`src/xfer_init_regs.svh`:
```
// Constants for the read transfer start-up block: decode codes, field positions, delays
`ifndef XFER_INIT_REGS_SVH
`define XFER_INIT_REGS_SVH

// ----------------------------------------------------------------
// Device decode (select lines 3..9 carry address bits 8..2)
// ----------------------------------------------------------------
`define DEV_ADDR       9'h0b8
`define REG_SEL_CTRL   4'h8
`define FUNC_READ      5'h1c

// ----------------------------------------------------------------
// I/O data fields, bit 00 is the MSB at index 35
// ----------------------------------------------------------------
`define IOB_RSEL       35:32
`define IOB_DRIVE      20:18
`define IOB_ADDR       14:7
`define IOB_FUNC       5:1
`define IOB_GO         0
`define CHB_ADDR       8:1

// ----------------------------------------------------------------
// Timing, in ns, and derived cycle counts at the system clock
// ----------------------------------------------------------------
`define CLK_NS         10
`define T_REQ_NS       50
`define T_DEVPLS_NS    100
`define T_CYCACT_NS    100
`define T_DESKEW_NS    275
`define T_DEMAND_NS    1500
`define CYC_MIN(ns)    (((ns) + `CLK_NS - 1) / `CLK_NS)
`define CYC_MAX(ns)    ((ns) / `CLK_NS)

`endif

```
`src/xfer_init_pkg.sv`:
```
// Types shared by the read transfer start-up block
package xfer_init_pkg;

  // ----------------------------------------------------------------
  // Channel side signals
  // ----------------------------------------------------------------
  typedef struct packed {
    logic grant;      // channel_grant_in
    logic start_req;  // channel_start_request_in from down the chain
    logic pulse;      // channel pulse with a word
  } chan_in_s;

  typedef struct packed {
    logic        start_req;   // channel_start_request_out
    logic        grant_down;  // grant passed down the chain
    logic        device_pulse;
    logic        data_strobe;
    logic        direction;   // transfer_direction_out, 1 = drive to memory
    logic [35:0] bus;         // channel bus drivers
  } chan_out_s;

  // ----------------------------------------------------------------
  // Drive control bus
  // ----------------------------------------------------------------
  typedef struct packed {
    logic demand;
    logic cycle_active;
    logic cycle_sync;
  } drive_out_s;

endpackage

```
`src/pulse_delay.sv`:
```
// Retriggerable delay: one-cycle fire pulse a fixed count after start
`timescale 1ns/1ps
`default_nettype none
module pulse_delay #(
  parameter int CYCLES = 1
) (
  input  wire logic sys_clk_i,
  input  wire logic rst_i,
  input  wire logic start_i,
  input  wire logic cancel_i,
  output logic      run_o,
  output logic      fire_o
);
  localparam logic [7:0] LAST = 8'(CYCLES - 1);

  logic [7:0] cnt_ff;
  logic       run_ff;
  logic [7:0] nxt_cnt;
  logic       nxt_run;
  wire        at_end = run_ff && (cnt_ff == LAST);

  // ----------------------------------------------------------------
  // Counter; start restarts, cancel wins over expiry
  // ----------------------------------------------------------------
  assign nxt_run = start_i || (run_ff && !at_end && !cancel_i);
  assign nxt_cnt = start_i ? 8'h00 : (run_ff ? cnt_ff + 8'h01 : cnt_ff);
  assign fire_o  = at_end && !cancel_i && !start_i;
  assign run_o   = run_ff;

  // State update
  always_ff @(posedge sys_clk_i or posedge rst_i) begin
    if (rst_i) begin
      cnt_ff <= 8'h00;
      run_ff <= 1'b0;
    end else begin
      cnt_ff <= nxt_cnt;
      run_ff <= nxt_run;
    end
  end
endmodule
`default_nettype wire

```
`src/read_transfer_initiation.sv`:
```
// Read transfer start-up: command decode, channel arbitration, first control cycle
`timescale 1ns/1ps
`default_nettype none
`include "xfer_init_regs.svh"
module read_transfer_initiation (
  input  wire logic                    sys_clk_i,
  input  wire logic                    rst_i,
  // CPU I/O bus, same clock domain
  input  wire logic                    data_out_instruction_i,
  input  wire logic [6:0]              io_select_lines_i,
  input  wire logic [35:0]             io_data_bits_i,
  input  wire logic                    transfer_complete_i,
  // Controller state and mode inputs, same clock domain
  input  wire logic                    prior_start_pending_i,
  input  wire logic                    local_mode_i,
  input  wire logic                    bootstrap_read_mode_i,
  input  wire logic                    maint_mode_i,
  input  wire logic                    register_bus_cycle_req_i,
  input  wire logic                    prev_cycle_read_i,
  input  wire logic                    attn_summary_addressed_i,
  // Pins from the panel, channel and drive
  input  wire logic                    panel_channel_switch_i,
  input  wire xfer_init_pkg::chan_in_s chan_i,
  input  wire logic                    transfer_ack_signal_i,
  // Outputs
  output xfer_init_pkg::chan_out_s     chan_o,
  output xfer_init_pkg::drive_out_s    drive_o,
  output logic [2:0]                   drive_choice_o,
  output logic [4:0]                   function_code_o,
  output logic                         go_o,
  output logic                         initial_clear_pulse_o,
  output logic                         controller_busy_flag_o,
  output logic                         completion_flag_o,
  output logic                         channel_buffer_full_o,
  output logic                         channel_pulse_seen_o,
  output logic                         register_bus_cycle_flag_o,
  output logic                         drive_response_error_o
);

  // ----------------------------------------------------------------
  // Pin synchronisers: two flops before any logic looks
  // ----------------------------------------------------------------
  logic [4:0] pin_meta_ff;
  logic [4:0] pin_sync_ff;
  wire  [4:0] pin_raw = {panel_channel_switch_i, chan_i.grant, chan_i.start_req,
                         chan_i.pulse, transfer_ack_signal_i};

  // Metastability stage feeds only the second stage
  always_ff @(posedge sys_clk_i or posedge rst_i) begin
    if (rst_i) begin
      pin_meta_ff <= 5'h00;
      pin_sync_ff <= 5'h00;
    end else begin
      pin_meta_ff <= pin_raw;
      pin_sync_ff <= pin_meta_ff;
    end
  end

  wire panel_sw  = pin_sync_ff[4];
  wire grant_in  = pin_sync_ff[3];
  wire start_in  = pin_sync_ff[2];
  wire cpulse_in = pin_sync_ff[1];
  wire tra_in    = pin_sync_ff[0];

  // ----------------------------------------------------------------
  // Command decode and register select
  // ----------------------------------------------------------------
  logic [3:0]  register_select_latch_ff;
  logic        data_out_decoded_ff;
  logic [35:0] io_hold_ff;

  localparam logic [8:0] DEV_ADDR_FULL = `DEV_ADDR;
  wire dev_hit  = io_select_lines_i == DEV_ADDR_FULL[8:2];
  wire dout_hit = data_out_instruction_i && dev_hit;
  wire control_register_selected = register_select_latch_ff == `REG_SEL_CTRL;

  // Latch select and data on a decoded data-out; strobe comes a cycle later
  always_ff @(posedge sys_clk_i or posedge rst_i) begin
    if (rst_i) begin
      register_select_latch_ff <= 4'h0;
      data_out_decoded_ff      <= 1'b0;
      io_hold_ff               <= 36'h0;
    end else begin
      data_out_decoded_ff <= dout_hit;
      if (dout_hit) begin
        register_select_latch_ff <= io_data_bits_i[`IOB_RSEL];
        io_hold_ff               <= io_data_bits_i;
      end
    end
  end

  // ----------------------------------------------------------------
  // Control register load strobe, two copies for fan-out
  // ----------------------------------------------------------------
  wire control_load_strobe_a = transfer_complete_i && control_register_selected
                               && data_out_decoded_ff;
  wire control_load_strobe_b = transfer_complete_i && control_register_selected
                               && data_out_decoded_ff;
  wire initial_clear = control_load_strobe_a;

  logic [2:0] drive_choice_ff;
  logic [7:0] initial_address_register_ff;
  logic [4:0] function_code_register_ff;
  logic       go_ff;
  logic       strobe_d_ff;

  // Field capture from the held command word
  always_ff @(posedge sys_clk_i or posedge rst_i) begin
    if (rst_i) begin
      drive_choice_ff             <= 3'h0;
      initial_address_register_ff <= 8'h00;
      function_code_register_ff   <= 5'h00;
      go_ff                       <= 1'b0;
      strobe_d_ff                 <= 1'b0;
    end else begin
      strobe_d_ff <= control_load_strobe_b;
      if (control_load_strobe_a) begin
        drive_choice_ff             <= io_hold_ff[`IOB_DRIVE];
        initial_address_register_ff <= io_hold_ff[`IOB_ADDR];
      end
      if (control_load_strobe_b) begin
        function_code_register_ff   <= io_hold_ff[`IOB_FUNC];
        go_ff                       <= io_hold_ff[`IOB_GO];
      end
    end
  end

  // Trailing edge of the strobe, gated by go
  wire start_transfer_pulse = strobe_d_ff && !control_load_strobe_b && go_ff;
  wire is_read = function_code_register_ff == `FUNC_READ;

  // ----------------------------------------------------------------
  // Busy / done and channel arbitration flags
  // ----------------------------------------------------------------
  logic busy_ff;
  logic done_ff;
  logic req_buf_ff;
  logic req_active_ff;
  logic claimed_ff;
  logic owned_d_ff;

  wire channel_start_permit = !local_mode_i || panel_sw;
  wire channel_owned = grant_in && req_active_ff;
  wire owned_rise    = channel_owned && !owned_d_ff;
  wire req_timer_fire;

  // Busy set, or refused into done when a previous start is pending
  always_ff @(posedge sys_clk_i or posedge rst_i) begin
    if (rst_i) begin
      busy_ff <= 1'b0;
      done_ff <= 1'b0;
    end else if (start_transfer_pulse) begin
      busy_ff <= !prior_start_pending_i;
      done_ff <= prior_start_pending_i;
    end else if (initial_clear) begin
      busy_ff <= 1'b0;
      done_ff <= 1'b0;
    end
  end

  // Request buffer: start sets it, ownership clears it; set wins
  always_ff @(posedge sys_clk_i or posedge rst_i) begin
    if (rst_i) begin
      req_buf_ff <= 1'b0;
    end else if (start_transfer_pulse && channel_start_permit) begin
      req_buf_ff <= 1'b1;
    end else if (owned_rise || initial_clear) begin
      req_buf_ff <= 1'b0;
    end
  end

  // 50 ns settle before the request goes active
  pulse_delay #(.CYCLES(`CYC_MIN(`T_REQ_NS))) req_dly (
    .sys_clk_i (sys_clk_i),
    .rst_i     (rst_i),
    .start_i   (start_transfer_pulse && channel_start_permit),
    .cancel_i  (initial_clear),
    .run_o     (),
    .fire_o    (req_timer_fire)
  );

  // Downstream request claims the channel and locks out our own
  always_ff @(posedge sys_clk_i or posedge rst_i) begin
    if (rst_i) begin
      req_active_ff <= 1'b0;
      claimed_ff    <= 1'b0;
      owned_d_ff    <= 1'b0;
    end else begin
      owned_d_ff <= channel_owned;
      if (req_timer_fire && req_buf_ff && !claimed_ff && !start_in) begin
        req_active_ff <= 1'b1;
      end else if (initial_clear) begin
        req_active_ff <= 1'b0;
      end
      if (start_in && !req_active_ff) begin
        claimed_ff <= 1'b1;
      end else if (initial_clear || !start_in) begin
        claimed_ff <= 1'b0;
      end
    end
  end

  // ----------------------------------------------------------------
  // Initial address, device pulse and data strobe
  // ----------------------------------------------------------------
  logic addr_en_ff;
  logic data_strobe_ff;
  logic cb_full_ff;
  logic cpulse_ff;
  logic cpulse_seen_ff;
  logic cpulse_d_ff;
  logic [35:0] chan_bus_ff;
  wire  dev_pulse;

  // The seen flag stops the address path running a second time
  wire init_addr_strobe = owned_rise && busy_ff && !bootstrap_read_mode_i
                          && !cpulse_seen_ff;
  wire [35:0] mixer;
  assign mixer = addr_en_ff ? {27'h0, initial_address_register_ff, 1'b0} : 36'h0;
  wire strobe_fall = data_strobe_ff && dev_pulse;
  wire cpulse_rise = cpulse_in && !cpulse_d_ff;

  // 100 ns from the address strobe to the device pulse
  pulse_delay #(.CYCLES(`CYC_MIN(`T_DEVPLS_NS))) dev_dly (
    .sys_clk_i (sys_clk_i),
    .rst_i     (rst_i),
    .start_i   (init_addr_strobe),
    .cancel_i  (initial_clear),
    .run_o     (),
    .fire_o    (dev_pulse)
  );

  // Address enable and data strobe; strobe ends with the device pulse
  always_ff @(posedge sys_clk_i or posedge rst_i) begin
    if (rst_i) begin
      addr_en_ff     <= 1'b0;
      data_strobe_ff <= 1'b0;
      chan_bus_ff    <= 36'h0;
    end else begin
      if (init_addr_strobe) begin
        addr_en_ff <= 1'b1;
      end else if (strobe_fall || initial_clear) begin
        addr_en_ff <= 1'b0;
      end
      if (init_addr_strobe) begin
        data_strobe_ff <= 1'b1;
      end else if (dev_pulse || initial_clear) begin
        data_strobe_ff <= 1'b0;
      end
      if (data_strobe_ff) begin
        chan_bus_ff <= mixer;
      end
    end
  end

  // Word arrival fills the buffer; the data strobe empties it
  always_ff @(posedge sys_clk_i or posedge rst_i) begin
    if (rst_i) begin
      cb_full_ff     <= 1'b0;
      cpulse_ff      <= 1'b0;
      cpulse_seen_ff <= 1'b0;
      cpulse_d_ff    <= 1'b0;
    end else begin
      cpulse_d_ff <= cpulse_in;
      if (cpulse_rise) begin
        cb_full_ff <= 1'b1;
      end else if (data_strobe_ff || initial_clear) begin
        cb_full_ff <= 1'b0;
      end
      if (cpulse_rise) begin
        cpulse_ff <= 1'b1;
      end else if (dev_pulse || initial_clear) begin
        cpulse_ff <= 1'b0;
      end
      // Clear first: the last word's pulse flag still stands at a new command
      if (initial_clear) begin
        cpulse_seen_ff <= 1'b0;
      end else if (cpulse_ff) begin
        cpulse_seen_ff <= 1'b1;
      end
    end
  end

  // ----------------------------------------------------------------
  // Control cycle on the drive bus
  // ----------------------------------------------------------------
  logic cyc_req_ff;
  logic cyc_req_d_ff;
  logic rbus_cyc_ff;
  logic cyc_act_ff;
  logic deskew_wait_ff;
  logic demand_ff;
  logic sync_ff;
  logic resp_err_ff;
  wire  cyc_act_fire;
  wire  deskew_fire;
  wire  timeout_fire;

  wire cycle_request_pulse = cyc_req_ff && !cyc_req_d_ff;
  wire cyc_act_set  = cyc_act_fire && !cyc_act_ff;
  wire deskew_go    = deskew_wait_ff && (!prev_cycle_read_i || !tra_in);
  wire demand_set   = deskew_fire && !tra_in && !sync_ff;
  wire tra_answer   = demand_ff && tra_in;
  wire end_cycle    = tra_answer && !attn_summary_addressed_i;

  // Request the cycle once the first channel pulse has been seen
  always_ff @(posedge sys_clk_i or posedge rst_i) begin
    if (rst_i) begin
      cyc_req_ff   <= 1'b0;
      cyc_req_d_ff <= 1'b0;
      rbus_cyc_ff  <= 1'b0;
    end else begin
      cyc_req_d_ff <= cyc_req_ff;
      // Clear first, else a stale seen flag keeps the request stuck high
      if (initial_clear) begin
        cyc_req_ff <= 1'b0;
      end else if (cpulse_seen_ff && !maint_mode_i) begin
        cyc_req_ff <= 1'b1;
      end
      if (register_bus_cycle_req_i) begin
        rbus_cyc_ff <= 1'b1;
      end else if (cycle_request_pulse) begin
        rbus_cyc_ff <= 1'b0;
      end
    end
  end

  // 100 ns from the request pulse to cycle active
  pulse_delay #(.CYCLES(`CYC_MIN(`T_CYCACT_NS))) act_dly (
    .sys_clk_i (sys_clk_i),
    .rst_i     (rst_i),
    .start_i   (cycle_request_pulse),
    .cancel_i  (initial_clear),
    .run_o     (),
    .fire_o    (cyc_act_fire)
  );

  // 275 ns deskew lets address and control lines settle
  pulse_delay #(.CYCLES(`CYC_MIN(`T_DESKEW_NS))) dsk_dly (
    .sys_clk_i (sys_clk_i),
    .rst_i     (rst_i),
    .start_i   (deskew_go),
    .cancel_i  (initial_clear),
    .run_o     (),
    .fire_o    (deskew_fire)
  );

  // Longest wait rounds down so the error is never late
  pulse_delay #(.CYCLES(`CYC_MAX(`T_DEMAND_NS))) tmo_dly (
    .sys_clk_i (sys_clk_i),
    .rst_i     (rst_i),
    .start_i   (demand_set),
    .cancel_i  (tra_in || initial_clear),
    .run_o     (),
    .fire_o    (timeout_fire)
  );

  // Cycle active, deskew wait and demand
  always_ff @(posedge sys_clk_i or posedge rst_i) begin
    if (rst_i) begin
      cyc_act_ff     <= 1'b0;
      deskew_wait_ff <= 1'b0;
      demand_ff      <= 1'b0;
    end else begin
      if (cyc_act_fire) begin
        cyc_act_ff <= 1'b1;
      end else if (end_cycle || initial_clear) begin
        cyc_act_ff <= 1'b0;
      end
      if (cyc_act_set) begin
        deskew_wait_ff <= 1'b1;
      end else if (deskew_go || initial_clear) begin
        deskew_wait_ff <= 1'b0;
      end
      if (demand_set) begin
        demand_ff <= 1'b1;
      end else if (end_cycle || initial_clear) begin
        demand_ff <= 1'b0;
      end
    end
  end

  // Sync blocks a transient re-demand; error is sticky until next command
  always_ff @(posedge sys_clk_i or posedge rst_i) begin
    if (rst_i) begin
      sync_ff     <= 1'b0;
      resp_err_ff <= 1'b0;
    end else begin
      if (tra_answer) begin
        sync_ff <= 1'b1;
      end else if (initial_clear) begin
        sync_ff <= 1'b0;
      end
      if (timeout_fire) begin
        resp_err_ff <= 1'b1;
      end else if (initial_clear) begin
        resp_err_ff <= 1'b0;
      end
    end
  end

  // ----------------------------------------------------------------
  // Outputs
  // ----------------------------------------------------------------
  assign chan_o.start_req    = req_active_ff || start_in;
  assign chan_o.grant_down   = grant_in && !req_active_ff;
  assign chan_o.device_pulse = dev_pulse;
  assign chan_o.data_strobe  = data_strobe_ff;
  assign chan_o.direction    = busy_ff && is_read;
  assign chan_o.bus          = chan_bus_ff;

  assign drive_o.demand       = demand_ff;
  assign drive_o.cycle_active = cyc_act_ff;
  assign drive_o.cycle_sync   = sync_ff;

  assign drive_choice_o            = drive_choice_ff;
  assign function_code_o           = function_code_register_ff;
  assign go_o                      = go_ff;
  assign initial_clear_pulse_o     = initial_clear;
  assign controller_busy_flag_o    = busy_ff;
  assign completion_flag_o         = done_ff;
  assign channel_buffer_full_o     = cb_full_ff;
  assign channel_pulse_seen_o      = cpulse_seen_ff;
  assign register_bus_cycle_flag_o = rbus_cyc_ff;
  assign drive_response_error_o    = resp_err_ff;

endmodule
`default_nettype wire

```
`config.mk`:
```
export PLATFORM = sky130hd
export DESIGN_NAME = read_transfer_initiation
export DESIGN_NICKNAME = d
export VERILOG_FILES = /design/src/xfer_init_pkg.sv /design/src/pulse_delay.sv /design/src/read_transfer_initiation.sv
export VERILOG_INCLUDE_DIRS = /design/src /design/src/src
export SDC_FILE = /design/constraint.sdc
export NUM_CORES = 1
export LEC_CHECK = 0
export BUFFER_PORTS_ARGS = -buffer_cell sky130_fd_sc_hd__buf_2
export CAP_MARGIN = 15
export CORE_UTILIZATION = 45
export DETAILED_ROUTE_END_ITERATION = 10
export PLACE_DENSITY_LB_ADDON = 0.2
export SETUP_SLACK_MARGIN = 0.3
export SLEW_MARGIN = 10
export SYNTH_ARGS = -nofsm -noshare
export SYNTH_HDL_FRONTEND = slang
export SYNTH_SLANG_ARGS = --single-unit
```
`constraint.sdc`:
```
create_clock -name sys_clk_i -period 4.8 [get_ports sys_clk_i]
set_input_delay 0.48 -clock sys_clk_i [delete_from_list [all_inputs] [get_ports sys_clk_i]]
set_output_delay 0.48 -clock sys_clk_i [all_outputs]
set_load 0.005 [all_outputs]
```
==> results of run 1 <==
cell type report:
cell class | count | area, sq um
fillers | 977 | 5107
flip-flops and latches | 123 | 3078
multi-input cells | 321 | 1964
clock buffers | 20 | 456.7
repair buffers | 80 | 412.9
clock inverters | 12 | 217.7
well taps | 143 | 178.9
inverters | 13 | 51.30
power groups by stage:
stage | Clock [W] | Sequential [W] | Combinational [W]
2_1_floorplan | 0 | 0.00127 | 0.000290
3_3_place_gp | 0 | 0.00132 | 0.000299
3_5_place_dp | 0 | 0.00132 | 0.000312
4_1_cts | 0.00148 | 0.00131 | 0.000319
5_1_grt | 0.00152 | 0.00133 | 0.000367
6_report | 0.00145 | 0.00131 | 0.000311
state kept, by name, summed over array words and instances (netlist names), 3 cells and up:
| signal | count |
|---|---|
| act_dly.cnt_ff | 8 |
| chan_bus_ff | 8 |
| dev_dly.cnt_ff | 8 |
| drive_choice_o | 3 |
| dsk_dly.cnt_ff | 8 |
| function_code_o | 5 |
| initial_address_register_ff | 8 |
| io_hold_ff | 17 |
| pin_meta_ff | 5 |
| pin_sync_ff | 5 |
| register_select_latch_ff | 4 |
| req_dly.cnt_ff | 8 |
| tmo_dly.cnt_ff | 8 |
cell families (layout without fill, tap and decap cells):
logic type                 count (synthesis)  in the layout
and+or+nand+nor                          186            186
DFF                                      123            123
buffers and inverters                     63            125
AOI/OAI and AO/OA                         45             45
xor gates and xnor gates                  29             29
muxes                                     24             24
adders and majority gates                  9              9
other                                      1             28
placed cells by master (no fill, tap or decap), types with 4 or more instances in the layout:
cell	count
nor4b_1	4
xnor2_1	8
mux2_2	22
nor3_1	6
buf_2	75
dfrtp_1	123
nand2_1	77
ha_1	9
nor2_1	43
bufinv_16	6
a21oi_1	10
and3_1	6
xor2_1	21
conb_1	28
nand4_1	17
o21ai_0	7
a22o_1	9
buf_4	5
a31o_2	4
or3_1	5
inv_1	10
clkbuf_16	17
worst paths after layout:
kind | start | end | slack [ns] | cells after the start
max | register_select_latch_ff[0]$_DFFE_PP0P_ | chan_o[38] | 1.98 | 5
min | rst_i | owned_d_ff$_DFF_PP0_ | 0.15 | 2
max reg2reg | register_select_latch_ff[0]$_DFFE_PP0P_ | drive_response_error_o$_DFFE_PP0P_ | 2.49 | 5
min reg2reg | pin_meta_ff[2]$_DFF_PP0_ | pin_sync_ff[2]$_DFF_PP0_ | 0.35 | 0
max in group asynchronous | rst_i | dsk_dly.cnt_ff[5]$_DFFE_PP0P_ | 3.66 | 3
min in group sys_clk_i | transfer_ack_signal_i | pin_meta_ff[0]$_DFF_PP0_ | 0.17 | 1
through the flow:
stage	hold slack [ns]	util, %	power [W]	setup slack, ns
CTS	0.1509	55.46	0.003105	1.867
global route	0.1541	55.46	0.003215	1.780
finish	0.1528	55.46	0.003066	1.975
floorplan	0.3312	-	0.001564	1.049
global placement	0.3317	49.58	0.001618	2.363
detailed placement	0.3364	49.58	0.001636	2.312
per-layer routing:
metal	part of all wire, %	vias to the layer above	global-route usage, %
li1	-	1714	-
met1	46	1746	22.35
met2	47	96	27.16
met3	5.6	13	6.037
met4	2.2	0	9.156
met5	0	-	0
synthesized netlist by cell type (9+ instances only):
| master | number | area (sq um) |
|---|---|---|
| a21oi_1 | 10 | 50.05 |
| a22o_1 | 9 | 78.83 |
| buf_4 | 33 | 247.7 |
| clkbuf_1 | 12 | 45.04 |
| dfrtp_1 | 123 | 3078 |
| ha_1 | 9 | 112.6 |
| inv_1 | 11 | 41.29 |
| mux2_2 | 22 | 247.7 |
| nand2_1 | 77 | 289.0 |
| nand4_1 | 17 | 106.4 |
| nor2_1 | 44 | 165.2 |
| xor2_1 | 21 | 183.9 |
==> metrics, run 1 <==
Root Buffer=clkbuf_16; Synth Area in XOR/XNOR=4.788%; Async S/R FF share, synth=100.0%; Layout Nets=624; largest family of logic cells by synthesized area=simple AND/OR/NAND/NOR gates; Most used DFF post-synth=dfrtp_1; chip height=110.6 microns; Yosys Warn Count=0; Placed Area=5685 sq um; CTS Sinks=123; io pins=119; first-pass GRT wire length=16890 microns; Top delay family on crit path=simple AND/OR/NAND/NOR gates; max frequency=354.0 MHz; Flop pwr share=42.6%; final WL=9841 microns; Power Internal=0.002322 W; Slew @ Worst Pin=1.086 ns; peak supply drop=0.2791 mV; combinational group share of total power=10.1%; Fin. Hold Viols=0; std cell rows=39; Startpoint Class=register; drt pass-1 iters=5; grt ovf=0; die area=12230 sq um; total core area=11470 sq um; CTS clk-pin slew, worst paths=0.05 ns; Port Buf Inserts=75; Cell Area, Synth=5305 sq um; CP max stage delay=0.60 ns; Num CTS Buffers=17; Layout Skew=0.009041 ns; Total Routing Usage GR=17.74%; status=finished, final reports clean; Gate Count Post-Synth=480; Unique masters post-synth=48; slowest CP cell=nor4b_1; Synth Area in Adders=2.123%; Simple-Gate Fraction of Synth Area=16.96%; Tmin final=2.825 ns; remaining antenna violation count=0; clock latency on the worst-skew pair=0.42 ns; Slew headroom=27.54%; final slew viol count=0; # DRC=0; synthesized area per cell=11.05 sq um; Syn-to-layout area delta=19.88%; Final TNS setup=0 ns; HPWL after DPL=6442 microns; ratio of cells with drive above 1 in the final layout=24.78%; Wirelength per Cell=13.82 microns; critical path endpoint category=primary output; Pwr Density=482.2 nW/um^2; Net Switching=0.0007441 W; CTS tree=built; RSZ-0062 raised after global routing=no; Post-CTS Resized=0; Die Wd=110.6 microns; vias per cell=5.013; Seq/Total Area, Yosys=58.02%; # diodes=0; post-route cell area=6360 sq um; initial detailed-routing violation count=177; buffers plus inverters on the worst setup path=2; Crit path required time=4.32 ns; largest net degree at the start of global routing=53; Final Setup Violations=0; Cells after DPL=680; routed vias=3569; Post-synth EDFFs=0; HP Class=in2async; initial antenna violation count=0; crit-path max FO=27; final cell count without fillers=712; Data arrival, critical path=2.34 ns; H-tree depth=4; P_leak=3.117 nW; CP cell instances=nor4b_1, nand2_1, clkinv_1, nor2_1, buf_2; Clock power frac=47.2%; mux contribution to synthesized area=5.047%; # hold bufs at CTS=0; fin crit share=58.85%; setup repair bufs after CTS=0; routability cong.=0.8091; Sw Ratio=24.27%; #FFs+latches synth=123; vias in the first global route=3460; Max-cap violations=0; Max Buffers Root-to-Sink=2; Crit Path Category=reg2out; initial cell density of the core=46.26%; complex-gate fraction of the synthesized area=6.085%
(Power assumes the default switching activity.)
==> inputs of run 2 (changes only) <==
Settings changed: ABC_AREA from default to 1.
Clock period 4.8 ns to 2.54 ns, I/O delays scaled along.
==> run 2 against run 1 <==
Net effect: synthesized area grew 5.6%; setup slack worse by 1.4 ns; first-iteration DRC count is 1.1% lower; wire length rose by 5.0%; total power is 61% higher; die area rose by 5.5%; flip-flop and latch count is the same; non-clock buffer count is 6 higher; largest cell class unchanged; largest power group unchanged.
==> metrics, run 2 <==
status=finished, final reports clean; RR Startpoint=register_select_latch_ff[3]$_DFFE_PP0P_; remaining antenna violation count=0; max frequency=501.8 MHz; max reg flops=17; Crit Path Category=reg2out; total core area=12060 sq um; std cell rows=40; Fin. Hold Viols=0; register area=3078 sq um; most numerous cell in the Yosys netlist=nand2_1; Layout Nets=795; grt ovf=0; Slew @ Worst Pin=0.6466 ns; # diodes=0; ratio of cells with drive above 1 in the final layout=18.38%; most frequent cells in the layout=nand2_1, dfrtp_1, inv_1, buf_2, nor2_1; Final Setup Violations=0; Post-synth EDFFs=0; Post-CTS Resized=0; CTS tree=built; Most used DFF post-synth=dfrtp_1; post-route cell area=6646 sq um; Flop pwr share=44.4%; #FFs+latches synth=123; Root Buffer=clkbuf_16; Num CTS Buffers=17; drt pass-1 iters=4; Hold Path Origin=register_bus_cycle_req_i; synth cell count leaders=nand2_1, dfrtp_1, inv_1; HP Class=in2reg; fin crit share=78.45%; Placed Area=5996 sq um; worst r2r dst=req_active_ff$_DFFE_PP0P_; Sw Ratio=23.50%; Hold Crit Depth=2; Die Wd=113.6 microns; setup repair bufs after CTS=0; Biggest register=io_hold_ff; Slew headroom=56.83%; CTS Sinks=123; chip height=113.6 microns; HPWL after DPL=7176 microns; Async S/R FF share, synth=100.0%; CTS clk-pin slew, worst paths=0.05 ns; commonest non-fill, non-tap cell in the layout=nand2_1; Data arrival, critical path=1.74 ns; peak supply drop=0.3952 mV; routability cong.=0.8173; P_leak=3.592 nW; fillers=1100; Net Switching=0.001159 W; Worst Hold End=register_bus_cycle_flag_o$_DFFE_PP0P_; final WL=10330 microns; die area=12900 sq um; Synth top area share=54.92%; Clock power frac=47.7%; first-pass GRT wire length=18020 microns; area of the multi-input gates=1928 sq um; Syn-to-layout area delta=18.60%; Gate Count Post-Synth=644; initial cell density of the core=46.46%; io pins=119; H-tree depth=4; Port Buf Inserts=75; critical path endpoint category=primary output; Cells after DPL=870; Max-cap violations=0; crit-path max FO=4; Seq/Total Area, Yosys=54.92%; Power Internal=0.003772 W; Total Routing Usage GR=18.01%; synth top area cells=dfrtp_1, nand2_1, inv_1; initial antenna violation count=0; final slew viol count=0; Tmin final=1.993 ns; Yosys Warn Count=0; vias in the first global route=4047; RSZ-0062 raised after global routing=no; Synth area leader=dfrtp_1; R2R Setup Slk=0.88 ns; Wirelength per Cell=11.38 microns; worst r2r path cells=7; largest net degree at the start of global routing=71; # hold bufs at CTS=6; Fin Hold WS=0.02764 ns; # DRC=0; routed vias=4150; initial detailed-routing violation count=175; Layout Skew=0.006015 ns; Max Buffers Root-to-Sink=2; Startpoint Class=register; vias per cell=4.570; clock latency on the worst-skew pair=0.41 ns; Unique masters post-synth=34; Pwr Density=741.9 nW/um^2; Final TNS setup=0 ns; final cell count without fillers=908; Cell Area, Synth=5604 sq um; combinational group share of total power=7.9%; Crit path required time=2.29 ns; synthesized area per cell=8.702 sq um
## run 2: cell types whose count changed in the layout (fill, tap and decap cells not counted), moves of 18 or more
cell     before  now
inv_1        10   86
mux2_2       22    0
nand2_1      77  144
nand3_1       3   41
nor2_1       43   66
o21ai_0       7   52
xor2_1       21    3
## run 2: how the worst max path moves through the flow
| stage | startpoint | endpoint | slack, ns | cells past startpoint |
|---|---|---|---|---|
| finish | dev_dly.cnt_ff[1]$_DFFE_PP0P_ | chan_o[38] | 0.55 | 7 |
| detailed placement | register_select_latch_ff[3]$_DFFE_PP0P_ | req_dly.cnt_ff[2]$_DFFE_PP0P_ | 0.87 | 7 |
| global placement | register_select_latch_ff[3]$_DFFE_PP0P_ | req_dly.cnt_ff[2]$_DFFE_PP0P_ | 0.90 | 7 |
| floorplan | rst_i | act_dly.cnt_ff[0]$_DFFE_PP0P_ | 0.77 | 1 |
| global route | dev_dly.cnt_ff[1]$_DFFE_PP0P_ | chan_o[38] | 0.40 | 7 |
| CTS | dev_dly.cnt_ff[1]$_DFFE_PP0P_ | chan_o[38] | 0.50 | 7 |
## run 2: layer usage
metal  global-route usage, %  share of wire (%)  vias to the layer above
met1                   22.43                 47                     1910
met2                   28.25                 46                       98
met4                   9.123                2.0                        0
met3                   5.739                5.4                       16
li1                        -                  -                     2126
met5                       0                  0                        -
## run 2: area by class of cell
type                       instances  share of cell area (%)
timing repair buffer              86                   7.492
clock inverter                    10                   1.751
inverter                          90                   5.139
tap                              168                   3.163
sequential                       123                   46.31
multi-input combinational        409                   29.01
clock buffer                      22                   7.135
## run 2: kinds of logic (layout without fill, tap and decap cells)
| group | after synthesis | count (layout) | synth area share, % |
|---|---|---|---|
| other | 1 | 28 | 0.06691 |
| XOR/XNOR | 5 | 5 | 0.7816 |
| flip-flops | 123 | 123 | 54.92 |
| AND/OR/NAND/NOR | 288 | 288 | 21.95 |
| adder cells (fa/ha/maj) | 9 | 9 | 2.009 |
| buffers and inverters | 139 | 208 | 12.48 |
| AO/OA/AOI/OAI | 79 | 79 | 7.792 |
## run 2: critical path: stages (launching register included)
cell and delay [ns]:
dfrtp_1 0.41, inv_1 0.07, ha_1 0.13, nand3_1 0.07, nor2_1 0.22, nand4_1 0.21, inv_1 0.11, buf_2 0.11
## run 2: per-stage QoR
stage,util (%),worst slack (ns),power [W]
after floorplan,-,0.7747,0.002522
after global placement,49.71,0.9027,0.002588
after detailed placement,49.71,0.8679,0.002612
after CTS,55.10,0.4968,0.004995
after global routing,55.10,0.3960,0.005152
final,55.10,0.5473,0.004931
## run 2: power groups by stage
stage	combinational, W	sequential (W)	clock [W]
floorplan	0.000322	0.00220	0
global placement	0.000372	0.00222	0
detailed placement	0.000391	0.00222	0
CTS	0.000401	0.00219	0.00241
global route	0.000464	0.00221	0.00248
finish	0.000392	0.00219	0.00235
